===== src/rtl/dcm_consts.vh =====
// opcode match values, register offsets, status fields, reset values
// assumes it is included by the decoder only, by its bare name
`ifndef DCM_CONSTS_VH
`define DCM_CONSTS_VH
// opcode prefixes, compared against the named slice
`define DCM_OP_BIT   4'h4
`define DCM_OP_BITIDX 8'h6F
`define DCM_OP_FLAG  12'hBE4
`define DCM_OP_IDLE  16'hBE22
`define DCM_OP_SLEEP 16'hBE23
`define DCM_OP_STLD  7'h07
`define DCM_OP_STSV  7'h47
`define DCM_OP_POP   16'hBE32
`define DCM_OP_POPMEM 8'h8A
`define DCM_OP_PUSHMEM 8'h76
`define DCM_OP_PUSH  16'hBE3C
`define DCM_OP_RPTD  8'h0B
`define DCM_OP_RPTL  16'hBEC4
`define DCM_OP_RPTS  8'hBB
`define DCM_OP_ZLOOP 16'hBEC5
`define DCM_OP_MPYK  3'h6
`define DCM_OP_MULS  8'h54
`define DCM_OP_MULU  8'h55
`define DCM_OP_SQACC 8'h52
`define DCM_OP_MACBLK 8'hAB
`define DCM_OP_PSHIFT 14'h2FC0
// flag select codes in opcode bits 3..1
`define DCM_F_IMASK  3'h0
`define DCM_F_OVM    3'h1
`define DCM_F_RAMCFG 3'h2
`define DCM_F_SXM    3'h3
`define DCM_F_HM     3'h4
`define DCM_F_TFLAG  3'h5
`define DCM_F_EXTPIN 3'h6
`define DCM_F_C    3'h7
// register byte offsets
`define DCM_R_ACCL 8'h00
`define DCM_R_ACCH 8'h04
`define DCM_R_PRGL 8'h08
`define DCM_R_PRGH 8'h0C
`define DCM_R_MCND 8'h10
`define DCM_R_BIDX 8'h14
`define DCM_R_BLKA 8'h18
`define DCM_R_AUX  8'h1C
`define DCM_R_ST0  8'h20
`define DCM_R_ST1  8'h24
`define DCM_R_RCNT 8'h28
`define DCM_R_STAT 8'h2C
// status word field positions
`define DCM_ST0_OVM  11
`define DCM_ST0_IMASK  9
`define DCM_ST1_RAMCFG 12
`define DCM_ST1_TFLAG  11
`define DCM_ST1_SXM  10
`define DCM_ST1_C    9
`define DCM_ST1_HM   6
`define DCM_ST1_EXTPIN 4
// reset values
`define DCM_RST_IMASK 1'b1
`define DCM_RST_FLAG 1'b0
`define DCM_RST_W16  16'h0000
`define DCM_RST_W32  32'h00000000
`endif


===== src/rtl/dcm_decoder.v =====
// control and multiply instruction decoder/executor
// assumes program memory on CLK_SYS with valid/ready,
// data memory answering a read one cycle after DM_RD
`timescale 1ns/1ps
`default_nettype none
`include "dcm_consts.vh"
module dcm_decoder (
  input  wire        CLK_SYS,
  input  wire        RSTN,
  input  wire [15:0] INSTR_WORD,
  input  wire        INSTR_VALID,
  output reg         INSTR_READY,
  output reg  [15:0] DM_ADDR,
  output reg         DM_RD,
  output reg         DM_WR,
  output reg  [15:0] DM_WDATA,
  input  wire [15:0] DM_RDATA,
  output reg  [15:0] PM_ADDR,
  output reg         PM_RD,
  input  wire [15:0] PM_RDATA,
  input  wire        INT_REQ,
  output reg         EXT_FLAG_PIN,
  output reg         IDLE_ACT,
  output reg         LOW_POWER,
  input  wire [7:0]  REG_ADDR,
  input  wire [31:0] REG_WDATA,
  input  wire        REG_WR,
  input  wire        REG_RD,
  output reg  [31:0] REG_RDATA
);
  localparam [2:0] S_FETCH = 3'h0;
  localparam [2:0] S_ISSUE = 3'h1;
  localparam [2:0] S_MEM   = 3'h2;
  localparam [2:0] S_EXEC  = 3'h3;
  localparam [2:0] S_WAIT  = 3'h4;
  localparam [2:0] S_WORD2 = 3'h5;
  localparam [2:0] S_IDLE  = 3'h6;

  reg [2:0]  state_r,  state_nxt;
  reg [15:0] instr_r,  instr_nxt;
  reg [31:0] sum_r,    sum_nxt;
  reg [31:0] prod_r,   prod_nxt;
  reg [15:0] treg_r,   treg_nxt;
  reg [15:0] tidx_r,   tidx_nxt;
  reg [15:0] blka_r,   blka_nxt;
  reg [15:0] aux_r,    aux_nxt;
  reg [8:0]  dp_r,     dp_nxt;
  reg        ovm_r,    ovm_nxt;
  reg        imask_r,  imask_nxt;
  reg        ramcfg_r, ramcfg_nxt;
  reg        sxm_r,    sxm_nxt;
  reg        hm_r,     hm_nxt;
  reg        tflag_r,  tflag_nxt;
  reg        c_r,      c_nxt;
  reg [1:0]  pmode_r,  pmode_nxt;
  reg [2:0]  sp_r,     sp_nxt;
  reg [15:0] rcnt_r,   rcnt_nxt;
  reg        rarm_r,   rarm_nxt;
  reg        ract_r,   ract_nxt;
  reg        int_s1_r;
  reg        int_s2_r;
  reg        ready_nxt;
  reg [15:0] dm_addr_nxt;
  reg        dm_rd_nxt;
  reg        dm_wr_nxt;
  reg [15:0] dm_wdata_nxt;
  reg [15:0] pm_addr_nxt;
  reg        pm_rd_nxt;
  reg        pin_nxt;
  reg        idle_nxt;
  reg        lowp_nxt;
  reg [31:0] rdata_nxt;
  reg        stk_we;
  reg [2:0]  stk_wa;
  reg [15:0] stk_wd;
  reg        done;
  reg [31:0] psh;
  reg [15:0] stk [0:7];

  // instruction under decode: live word on fetch, latched word otherwise
  wire        fetch = (state_r == S_FETCH) && INSTR_VALID && INSTR_READY;
  wire        issue = fetch || (state_r == S_ISSUE);
  wire [15:0] cur   = (state_r == S_FETCH) ? INSTR_WORD : instr_r;
  wire        rep_now = fetch ? rarm_r : ract_r;

  // opcode decode
  wire d_bit   = cur[15:12] == `DCM_OP_BIT;
  wire d_bitidx  = cur[15:8]  == `DCM_OP_BITIDX;
  wire d_flag    = cur[15:4]  == `DCM_OP_FLAG;
  wire d_idle    = cur        == `DCM_OP_IDLE;
  wire d_sleep   = cur        == `DCM_OP_SLEEP;
  wire d_stld    = cur[15:9]  == `DCM_OP_STLD;
  wire d_stsv    = cur[15:9]  == `DCM_OP_STSV;
  wire d_pop     = cur        == `DCM_OP_POP;
  wire d_popmem  = cur[15:8]  == `DCM_OP_POPMEM;
  wire d_pushmem = cur[15:8]  == `DCM_OP_PUSHMEM;
  wire d_push    = cur        == `DCM_OP_PUSH;
  wire d_rptd    = cur[15:8]  == `DCM_OP_RPTD;
  wire d_rptl    = cur        == `DCM_OP_RPTL;
  wire d_rpts    = cur[15:8]  == `DCM_OP_RPTS;
  wire d_zloop   = cur        == `DCM_OP_ZLOOP;
  wire d_mpyk    = cur[15:13] == `DCM_OP_MPYK;
  wire d_muls    = cur[15:8]  == `DCM_OP_MULS;
  wire d_mulu    = cur[15:8]  == `DCM_OP_MULU;
  wire d_sqacc   = cur[15:8]  == `DCM_OP_SQACC;
  wire d_macblk  = cur[15:8]  == `DCM_OP_MACBLK;
  wire d_pshift  = cur[15:2]  == `DCM_OP_PSHIFT;

  // ops that fetch a data operand before executing
  wire rd_need = d_bit | d_bitidx | d_stld | d_pushmem | d_rptd |
                 d_muls | d_mulu | d_sqacc | d_macblk;

  // operand address: indirect through aux, else page plus offset
  wire [15:0] opaddr = cur[7] ? aux_r : {dp_r, cur[6:0]};

  // status words as seen by store and register reads
  wire [15:0] st0 = {4'h0, ovm_r, 1'b0, imask_r, dp_r};
  wire [15:0] st1 = {3'h0, ramcfg_r, tflag_r, sxm_r, c_r, 2'h0,
                     hm_r, 1'b0, EXT_FLAG_PIN, 4'h0};

  // stack top and neighbouring pointers
  wire [2:0]  sp_dn   = sp_r - 3'h1;
  wire [2:0]  sp_up   = sp_r + 3'h1;
  wire [15:0] stk_top = stk[sp_dn];

  // multiplier paths
  wire signed [15:0] k13   = {{3{cur[12]}}, cur[12:0]};
  wire signed [31:0] p_k   = $signed(treg_r) * k13;
  wire signed [31:0] p_s   = $signed(treg_r) * $signed(DM_RDATA);
  wire        [31:0] p_u   = {16'h0000, treg_r} * {16'h0000, DM_RDATA};
  wire signed [31:0] p_sq  = $signed(DM_RDATA) * $signed(DM_RDATA);
  wire signed [31:0] p_cf  = $signed(DM_RDATA) * $signed(PM_RDATA);

  // product shifter on the way into the sum register
  always @*
  begin
    case (pmode_r)
      2'h0:    psh = prod_r;
      2'h1:    psh = {prod_r[30:0], 1'b0};
      2'h2:    psh = {prod_r[27:0], 4'h0};
      default: psh = {{6{prod_r[31]}}, prod_r[31:6]};
    endcase
  end

  // next-state and datapath
  always @*
  begin
    state_nxt    = state_r;
    instr_nxt    = instr_r;
    sum_nxt      = sum_r;
    prod_nxt     = prod_r;
    treg_nxt     = treg_r;
    tidx_nxt     = tidx_r;
    blka_nxt     = blka_r;
    aux_nxt      = aux_r;
    dp_nxt       = dp_r;
    ovm_nxt      = ovm_r;
    imask_nxt    = imask_r;
    ramcfg_nxt   = ramcfg_r;
    sxm_nxt      = sxm_r;
    hm_nxt       = hm_r;
    tflag_nxt    = tflag_r;
    c_nxt        = c_r;
    pmode_nxt    = pmode_r;
    sp_nxt       = sp_r;
    rcnt_nxt     = rcnt_r;
    rarm_nxt     = rarm_r;
    ract_nxt     = ract_r;
    dm_addr_nxt  = DM_ADDR;
    dm_rd_nxt    = 1'b0;
    dm_wr_nxt    = 1'b0;
    dm_wdata_nxt = DM_WDATA;
    pm_addr_nxt  = PM_ADDR;
    pm_rd_nxt    = 1'b0;
    pin_nxt      = EXT_FLAG_PIN;
    idle_nxt     = IDLE_ACT;
    lowp_nxt     = LOW_POWER;
    stk_we       = 1'b0;
    stk_wa       = sp_r;
    stk_wd       = 16'h0000;
    done         = 1'b0;
    // software writes; instruction effects below take precedence
    if (REG_WR)
    begin
      case (REG_ADDR)
        `DCM_R_ACCL: sum_nxt[15:0]  = REG_WDATA[15:0];
        `DCM_R_ACCH: sum_nxt[31:16] = REG_WDATA[15:0];
        `DCM_R_PRGL: prod_nxt[15:0] = REG_WDATA[15:0];
        `DCM_R_PRGH: prod_nxt[31:16] = REG_WDATA[15:0];
        `DCM_R_MCND: treg_nxt = REG_WDATA[15:0];
        `DCM_R_BIDX: tidx_nxt = REG_WDATA[15:0];
        `DCM_R_BLKA: blka_nxt = REG_WDATA[15:0];
        `DCM_R_AUX:  aux_nxt  = REG_WDATA[15:0];
        `DCM_R_ST0:
        begin
          ovm_nxt   = REG_WDATA[`DCM_ST0_OVM];
          imask_nxt = REG_WDATA[`DCM_ST0_IMASK];
          dp_nxt    = REG_WDATA[8:0];
        end
        `DCM_R_ST1:
        begin
          ramcfg_nxt = REG_WDATA[`DCM_ST1_RAMCFG];
          tflag_nxt  = REG_WDATA[`DCM_ST1_TFLAG];
          sxm_nxt    = REG_WDATA[`DCM_ST1_SXM];
          c_nxt      = REG_WDATA[`DCM_ST1_C];
          hm_nxt     = REG_WDATA[`DCM_ST1_HM];
          pin_nxt    = REG_WDATA[`DCM_ST1_EXTPIN];
        end
        default: ;
      endcase
    end
    if (fetch)
    begin
      instr_nxt = INSTR_WORD;
      ract_nxt  = rarm_r;
      rarm_nxt  = 1'b0;
    end
    // first phase of any instruction, from fetch or replay
    if (issue)
    begin
      if (rd_need)
      begin
        dm_rd_nxt   = 1'b1;
        dm_addr_nxt = opaddr;
        pm_rd_nxt   = d_macblk;
        pm_addr_nxt = blka_r;
        state_nxt   = S_MEM;
      end
      else if (d_idle || d_sleep)
      begin
        idle_nxt  = 1'b1;
        lowp_nxt  = d_sleep;
        state_nxt = S_IDLE;
      end
      else if (d_rpts)
      begin
        rcnt_nxt  = {8'h00, cur[7:0]};
        rarm_nxt  = 1'b1;
        state_nxt = S_WAIT;
      end
      else if (d_rptl || d_zloop)
      begin
        if (d_zloop)
        begin
          sum_nxt  = 32'h00000000;
          prod_nxt = 32'h00000000;
        end
        state_nxt = S_WORD2;
      end
      else
      begin
        done = 1'b1;
        if (d_flag)
        begin
          case (cur[3:1])
            `DCM_F_IMASK:  imask_nxt  = cur[0];
            `DCM_F_OVM:    ovm_nxt    = cur[0];
            `DCM_F_RAMCFG: ramcfg_nxt = cur[0];
            `DCM_F_SXM:    sxm_nxt    = cur[0];
            `DCM_F_HM:     hm_nxt     = cur[0];
            `DCM_F_TFLAG:  tflag_nxt  = cur[0];
            `DCM_F_EXTPIN: pin_nxt    = cur[0];
            default:     c_nxt    = cur[0];
          endcase
        end
        if (d_stsv)
        begin
          dm_wr_nxt    = 1'b1;
          dm_addr_nxt  = opaddr;
          dm_wdata_nxt = cur[8] ? st1 : st0;
        end
        if (d_pop)
        begin
          sum_nxt[15:0] = stk_top;
          sp_nxt        = sp_dn;
        end
        if (d_popmem)
        begin
          dm_wr_nxt    = 1'b1;
          dm_addr_nxt  = opaddr;
          dm_wdata_nxt = stk_top;
          sp_nxt       = sp_dn;
        end
        if (d_push)
        begin
          stk_we = 1'b1;
          stk_wd = sum_r[15:0];
          sp_nxt = sp_up;
        end
        if (d_mpyk)
          prod_nxt = p_k;
        if (d_pshift)
          pmode_nxt = cur[1:0];
      end
    end
    // remaining phases
    case (state_r)
      S_FETCH: ;
      S_ISSUE: ;
      S_MEM:
        state_nxt = S_EXEC;
      S_EXEC:
      begin
        done = 1'b1;
        if (d_bit)
          tflag_nxt = DM_RDATA[~cur[11:8]];
        if (d_bitidx)
          tflag_nxt = DM_RDATA[~tidx_r[3:0]];
        if (d_stld && !cur[8])
        begin
          ovm_nxt   = DM_RDATA[`DCM_ST0_OVM];
          imask_nxt = DM_RDATA[`DCM_ST0_IMASK];
          dp_nxt    = DM_RDATA[8:0];
        end
        if (d_stld && cur[8])
        begin
          ramcfg_nxt = DM_RDATA[`DCM_ST1_RAMCFG];
          tflag_nxt  = DM_RDATA[`DCM_ST1_TFLAG];
          sxm_nxt    = DM_RDATA[`DCM_ST1_SXM];
          c_nxt      = DM_RDATA[`DCM_ST1_C];
          hm_nxt     = DM_RDATA[`DCM_ST1_HM];
          pin_nxt    = DM_RDATA[`DCM_ST1_EXTPIN];
        end
        if (d_pushmem)
        begin
          stk_we = 1'b1;
          stk_wd = DM_RDATA;
          sp_nxt = sp_up;
        end
        if (d_rptd)
        begin
          rcnt_nxt = DM_RDATA;
          rarm_nxt = 1'b1;
        end
        if (d_muls)
          prod_nxt = p_s;
        if (d_mulu)
          prod_nxt = p_u;
        if (d_sqacc || d_macblk)
        begin
          sum_nxt  = sum_r + psh;
          treg_nxt = DM_RDATA;
        end
        if (d_sqacc)
          prod_nxt = p_sq;
        if (d_macblk)
          prod_nxt = p_cf;
      end
      S_WAIT:
        state_nxt = S_FETCH;
      S_WORD2:
      begin
        if (INSTR_VALID && INSTR_READY)
        begin
          rcnt_nxt  = INSTR_WORD;
          rarm_nxt  = 1'b1;
          state_nxt = S_FETCH;
        end
      end
      S_IDLE:
      begin
        if (int_s2_r)
        begin
          idle_nxt  = 1'b0;
          lowp_nxt  = 1'b0;
          state_nxt = S_FETCH;
        end
      end
      default:
        state_nxt = S_FETCH;
    endcase
    // end of an instruction: replay while a repeat is running
    if (done)
    begin
      if (rep_now && (rcnt_r != 16'h0000))
      begin
        rcnt_nxt  = rcnt_r - 16'h0001;
        state_nxt = S_ISSUE;
      end
      else
      begin
        ract_nxt  = 1'b0;
        state_nxt = S_FETCH;
      end
    end
    ready_nxt = (state_nxt == S_FETCH) || (state_nxt == S_WORD2);
  end

  // register read mux, answer valid the cycle after the strobe
  always @*
  begin
    rdata_nxt = 32'h00000000;
    if (REG_RD)
    begin
      case (REG_ADDR)
        `DCM_R_ACCL: rdata_nxt = {16'h0000, sum_r[15:0]};
        `DCM_R_ACCH: rdata_nxt = {16'h0000, sum_r[31:16]};
        `DCM_R_PRGL: rdata_nxt = {16'h0000, prod_r[15:0]};
        `DCM_R_PRGH: rdata_nxt = {16'h0000, prod_r[31:16]};
        `DCM_R_MCND: rdata_nxt = {16'h0000, treg_r};
        `DCM_R_BIDX: rdata_nxt = {16'h0000, tidx_r};
        `DCM_R_BLKA: rdata_nxt = {16'h0000, blka_r};
        `DCM_R_AUX:  rdata_nxt = {16'h0000, aux_r};
        `DCM_R_ST0:  rdata_nxt = {16'h0000, st0};
        `DCM_R_ST1:  rdata_nxt = {16'h0000, st1};
        `DCM_R_RCNT: rdata_nxt = {16'h0000, rcnt_r};
        `DCM_R_STAT: rdata_nxt = {22'h000000, rarm_r, ract_r,
                                  pmode_r, sp_r, state_r};
        default:     rdata_nxt = 32'h00000000;
      endcase
    end
  end

  // hardware stack storage, no reset needed for data
  always @(posedge CLK_SYS)
  begin
    if (stk_we)
      stk[stk_wa] <= stk_wd;
  end

  // state flops
  always @(posedge CLK_SYS or negedge RSTN)
  begin
    if (!RSTN)
    begin
      state_r     <= S_FETCH;
      instr_r     <= `DCM_RST_W16;
      sum_r       <= `DCM_RST_W32;
      prod_r      <= `DCM_RST_W32;
      treg_r      <= `DCM_RST_W16;
      tidx_r      <= `DCM_RST_W16;
      blka_r      <= `DCM_RST_W16;
      aux_r       <= `DCM_RST_W16;
      dp_r        <= 9'h000;
      ovm_r       <= `DCM_RST_FLAG;
      imask_r     <= `DCM_RST_IMASK;
      ramcfg_r    <= `DCM_RST_FLAG;
      sxm_r       <= `DCM_RST_FLAG;
      hm_r        <= `DCM_RST_FLAG;
      tflag_r     <= `DCM_RST_FLAG;
      c_r         <= `DCM_RST_FLAG;
      pmode_r     <= 2'h0;
      sp_r        <= 3'h0;
      rcnt_r      <= `DCM_RST_W16;
      rarm_r      <= 1'b0;
      ract_r      <= 1'b0;
      int_s1_r    <= 1'b0;
      int_s2_r    <= 1'b0;
      INSTR_READY <= 1'b0;
      DM_ADDR     <= `DCM_RST_W16;
      DM_RD       <= 1'b0;
      DM_WR       <= 1'b0;
      DM_WDATA    <= `DCM_RST_W16;
      PM_ADDR     <= `DCM_RST_W16;
      PM_RD       <= 1'b0;
      EXT_FLAG_PIN <= `DCM_RST_FLAG;
      IDLE_ACT    <= 1'b0;
      LOW_POWER   <= 1'b0;
      REG_RDATA   <= `DCM_RST_W32;
    end
    else
    begin
      state_r     <= state_nxt;
      instr_r     <= instr_nxt;
      sum_r       <= sum_nxt;
      prod_r      <= prod_nxt;
      treg_r      <= treg_nxt;
      tidx_r      <= tidx_nxt;
      blka_r      <= blka_nxt;
      aux_r       <= aux_nxt;
      dp_r        <= dp_nxt;
      ovm_r       <= ovm_nxt;
      imask_r     <= imask_nxt;
      ramcfg_r    <= ramcfg_nxt;
      sxm_r       <= sxm_nxt;
      hm_r        <= hm_nxt;
      tflag_r     <= tflag_nxt;
      c_r         <= c_nxt;
      pmode_r     <= pmode_nxt;
      sp_r        <= sp_nxt;
      rcnt_r      <= rcnt_nxt;
      rarm_r      <= rarm_nxt;
      ract_r      <= ract_nxt;
      int_s1_r    <= INT_REQ; // wake request synchroniser
      int_s2_r    <= int_s1_r;
      INSTR_READY <= ready_nxt;
      DM_ADDR     <= dm_addr_nxt;
      DM_RD       <= dm_rd_nxt;
      DM_WR       <= dm_wr_nxt;
      DM_WDATA    <= dm_wdata_nxt;
      PM_ADDR     <= pm_addr_nxt;
      PM_RD       <= pm_rd_nxt;
      EXT_FLAG_PIN <= pin_nxt;
      IDLE_ACT    <= idle_nxt;
      LOW_POWER   <= lowp_nxt;
      REG_RDATA   <= rdata_nxt;
    end
  end
endmodule // dcm_decoder
`default_nettype wire


===== config.mk =====
export PLATFORM = sky130hd
export DESIGN_NAME = dcm_decoder
export DESIGN_NICKNAME = d
export VERILOG_FILES = /design/src/rtl/dcm_decoder.v
export VERILOG_INCLUDE_DIRS = /design/src /design/src/rtl
export SDC_FILE = /design/constraint.sdc
export NUM_CORES = 2
export LEC_CHECK = 0
export BUFFER_PORTS_ARGS = -buffer_cell sky130_fd_sc_hd__buf_2
export CORE_MARGIN = 2
export CORE_UTILIZATION = 45
export CTS_CLUSTER_SIZE = 8
export DETAILED_ROUTE_END_ITERATION = 8
export GPL_TIMING_DRIVEN = 0
export MAX_ROUTING_LAYER = met4
export PLACE_DENSITY = 0.65
export SLEW_MARGIN = 5
export SYNTH_ARGS = -nofsm -noshare
export SYNTH_HDL_FRONTEND = slang
export SYNTH_SLANG_ARGS = --single-unit

===== constraint.sdc =====
create_clock -name CLK_SYS -period 10 [get_ports CLK_SYS]
set_input_delay 2 -clock CLK_SYS [delete_from_list [all_inputs] [get_ports CLK_SYS]]
set_output_delay 2 -clock CLK_SYS [all_outputs]
set_load 0.01 [all_outputs]

==> flow_summary.ini <==
[run_status]
status = finished with violations
violations = design-rule violations, max-capacitance violations, max-slew violations

[die]
coreArea_um2 = 139000
rows = 137
die-height_um = 378
die-area_um2 = 143000
die_w_um = 378
ioPinCount = 181
initial_core_util_pct = 45.3

[global_routing]
use_met1_pct = 44.7
gr-total-overflow = 0
busiest_layer = met2
grt_use_met3_pct = 7.59
antenna_found_initial = 24
grt_pass1_wl_mm = 360
grt.total_usage_pct = 35.9
grt_util_met2_pct = 53.6
grt_max_degree = 99
grt_pass1_vias = 52425

[sta]
period_needed_ps = 9960
finalSetupViolations = 0
max_freq_mhz = 100
maxSlewViolCount = 11
finalClockSkew_ps = 24.6
fin_crit_sh_pct = 99.6
hold_viol_final = 0
hold_ws_ps = 347
worstMarginPinSlew_ps = 1510
slew_headroom_pct = -0.585

[critical_path]
end_kind = flip-flop
cp_data_required_time_ps = 10470
worst_ep_arrival_time_ps = 10430
cp-start-kind = input port
rr_worst_depth = 29
path_class = in -> reg
cp_max_fo = 10

[clock_tree]
clkTransAtPathRegs_ps = 60
clockBufferDepth = 3
cts_made_buffers = 54
clk_latency_ps = 640
cts_tree = yes
cts_hold_buf = 0
post_cts_buffers = 0
cts_max_level = 2
cts_root_buffer = clkbuf_16
cts_sinks = 387

[yosys]
ys_ff_latch = 387
synth_area_per_cell_um2 = 9.50
synthCells = 6640
synth.distinct_cells = 103
synth_edf_count = 128
synthesis.area_um2 = 63100
ys_async_sr_fraction_pct = 66.9
ys.flop_type = dfrtp_1
ys_seq_area_share_pct = 16.4
yosysWarnings = 0

[routing]
drc = 1
drt-initial-drc-count = 5683
drt-total-wl_mm = 246
via_per_inst = 5.91
ant_nets = 0
post_drt_wl_per_cell_um = 28.1
firstDrtPassIters = 8
num_vias = 51793

[min_path]
hp-class = reg -> reg
worstHoldPathCells = 0

[finish]
layout.nets = 8427
syn_to_final_growth_pct = 7.81
drive_gt1_share_pct = 7.18

[flow_run]
max_cap_viol_count = 1

[place]
io_buffers = 130
gp_congestion = 1.07
dp.final_hpwl_mm = 201
sequential cells by signal, summed over array words and instances (netlist names), 9 cells and up:
signal / cells
stk: 128
prod_r: 32
sum_r: 32
DM_ADDR: 16
DM_WDATA: 16
PM_ADDR: 16
REG_RDATA: 16
aux_r: 16
blka_r: 16
instr_r: 16
rcnt_r: 16
tidx_r: 16
treg_r: 16
dp_r: 9
Yosys cell counts, types with 9 or more instances:
master	count	area share (%)
or3_1	20	0.20
a221oi_1	55	0.76
a21oi_1	255	2.0
o221ai_1	14	0.19
buf_2	13	0.10
nor2_1	295	1.8
xor2_1	62	0.86
nor4_1	9	0.089
nand4_1	17	0.17
or2_2	18	0.18
a211o_1	9	0.13
and3_1	23	0.23
a31oi_1	56	0.56
nand2b_1	41	0.41
edfxtp_1	128	6.1
ha_1	426	8.5
o21a_1	35	0.42
a21o_1	51	0.61
a222oi_1	18	0.29
fa_1	1064	34
mux2i_1	131	2.1
o21ai_1	9	0.071
o31ai_1	11	0.13
a211oi_1	28	0.33
a22o_1	54	0.75
o21bai_1	17	0.20
o21ai_0	173	1.4
nand2_1	780	4.6
nand3_1	51	0.40
nand3b_1	11	0.13
clkbuf_1	270	1.6
dfrtp_1	258	10
nor3_1	51	0.40
a22oi_1	18	0.21
inv_1	1250	7.4
and2_1	330	3.3
xnor2_1	133	1.8
o22ai_1	55	0.55
buf_4	18	0.21
o211ai_1	29	0.35
mux4_2	65	2.3
nor2b_1	17	0.17
mux2_2	84	1.5
buf_1	32	0.19
routing by layer:
metal | vias up | wire (um)
met5 | - | 0
met2 | 2931 | 109000
met4 | 0 | 18700
li1 | 21753 | -
met1 | 26394 | 93800
met3 | 715 | 24700
layout make-up:
type | count | area, um2
inverters | 1258 | 4730
fillers | 13214 | 71400
well taps | 1876 | 2350
repair buffers | 142 | 861
diodes | 22 | 55.1
plain buffers | 329 | 1420
flip-flops and latches | 387 | 10300
clock inverters | 3 | 65.1
clock buffers | 76 | 1460
multi-input cells | 4671 | 46700
cells in the final DEF, fill, tap and decap left out, drive strengths merged, types with 183 or more instances in the layout:
cell type,Yosys,final
a21oi,255,255
and2,332,332
buf,68,211
clkbuf,271,334
dfrtp,258,258
fa,1064,1064
ha,426,426
inv,1250,1250
nand2,781,781
nor2,298,298
o21ai,183,183
cell families after synthesis:
logic type               Yosys count  synth area share (%)
AND/OR/NAND/NOR                 1712                  12.7
buffers and inverters           1597                  9.70
adder cells (fa/ha/maj)         1490                  42.2
AO/OA/AOI/OAI                    975                  10.3
flip-flops                       387                  16.4
multiplexers                     283                  5.97
XOR/XNOR                         195                  2.71
other                              1               0.00595
worst max-delay path, cell delays in order:
cell and delay, ps:
buf_2 240, clkdlybuf4s15_1 800, clkbuf_2 560, nand2_1 150
fa_1 570, inv_1 50, fa_1 450, fa_1 510
fa_1 640, fa_1 480, fa_1 450, ha_1 390
a21o_1 240, o21ai_0 160, a21boi_1 590, o21ai_0 360
o21a_1 280, o41a_1 350, xor2_1 210, a221oi_1 570
or3_1 190, o221ai_1 120
repair_timing:
action,in CTS,in global routing
setup endpoints to repair,17,11
resized for setup,11,47
cloned,0,0
endpoints found under the hold margin,0,0
worst paths after layout:
check / from / endpoint / slack [ps]
setup / recovery: DM_RDATA[4] / prod_r[20] / 40
hold / removal: int_s1_r / int_s2_r / 350
setup reg to reg: state_r[2] / prod_r[19] / 630
hold reg to reg: int_s1_r / int_s2_r / 350
max in group asynchronous: RSTN / instr_r[6] / 7720
min in group asynchronous: RSTN / DM_WR / 1320
through the flow:
step           std cells  setup WS, ps  setup TNS, ps  instance area, um2  utilization (%)
2_1_floorplan       6655          1540              0               63100                -
3_3_place_gp        8661         -1490         -20360               66100             47.4
3_5_place_dp        8673         -1540         -19980               66400             47.6
4_1_cts             8745          16.6              0               67900             48.7
5_1_grt             8757        -0.409         -0.409               68000             48.8
6_report            8764          41.7              0               68000             48.8
Power is not shown: default switching activity piles up to over one toggle a cycle in this logic, so the estimate is an artifact.
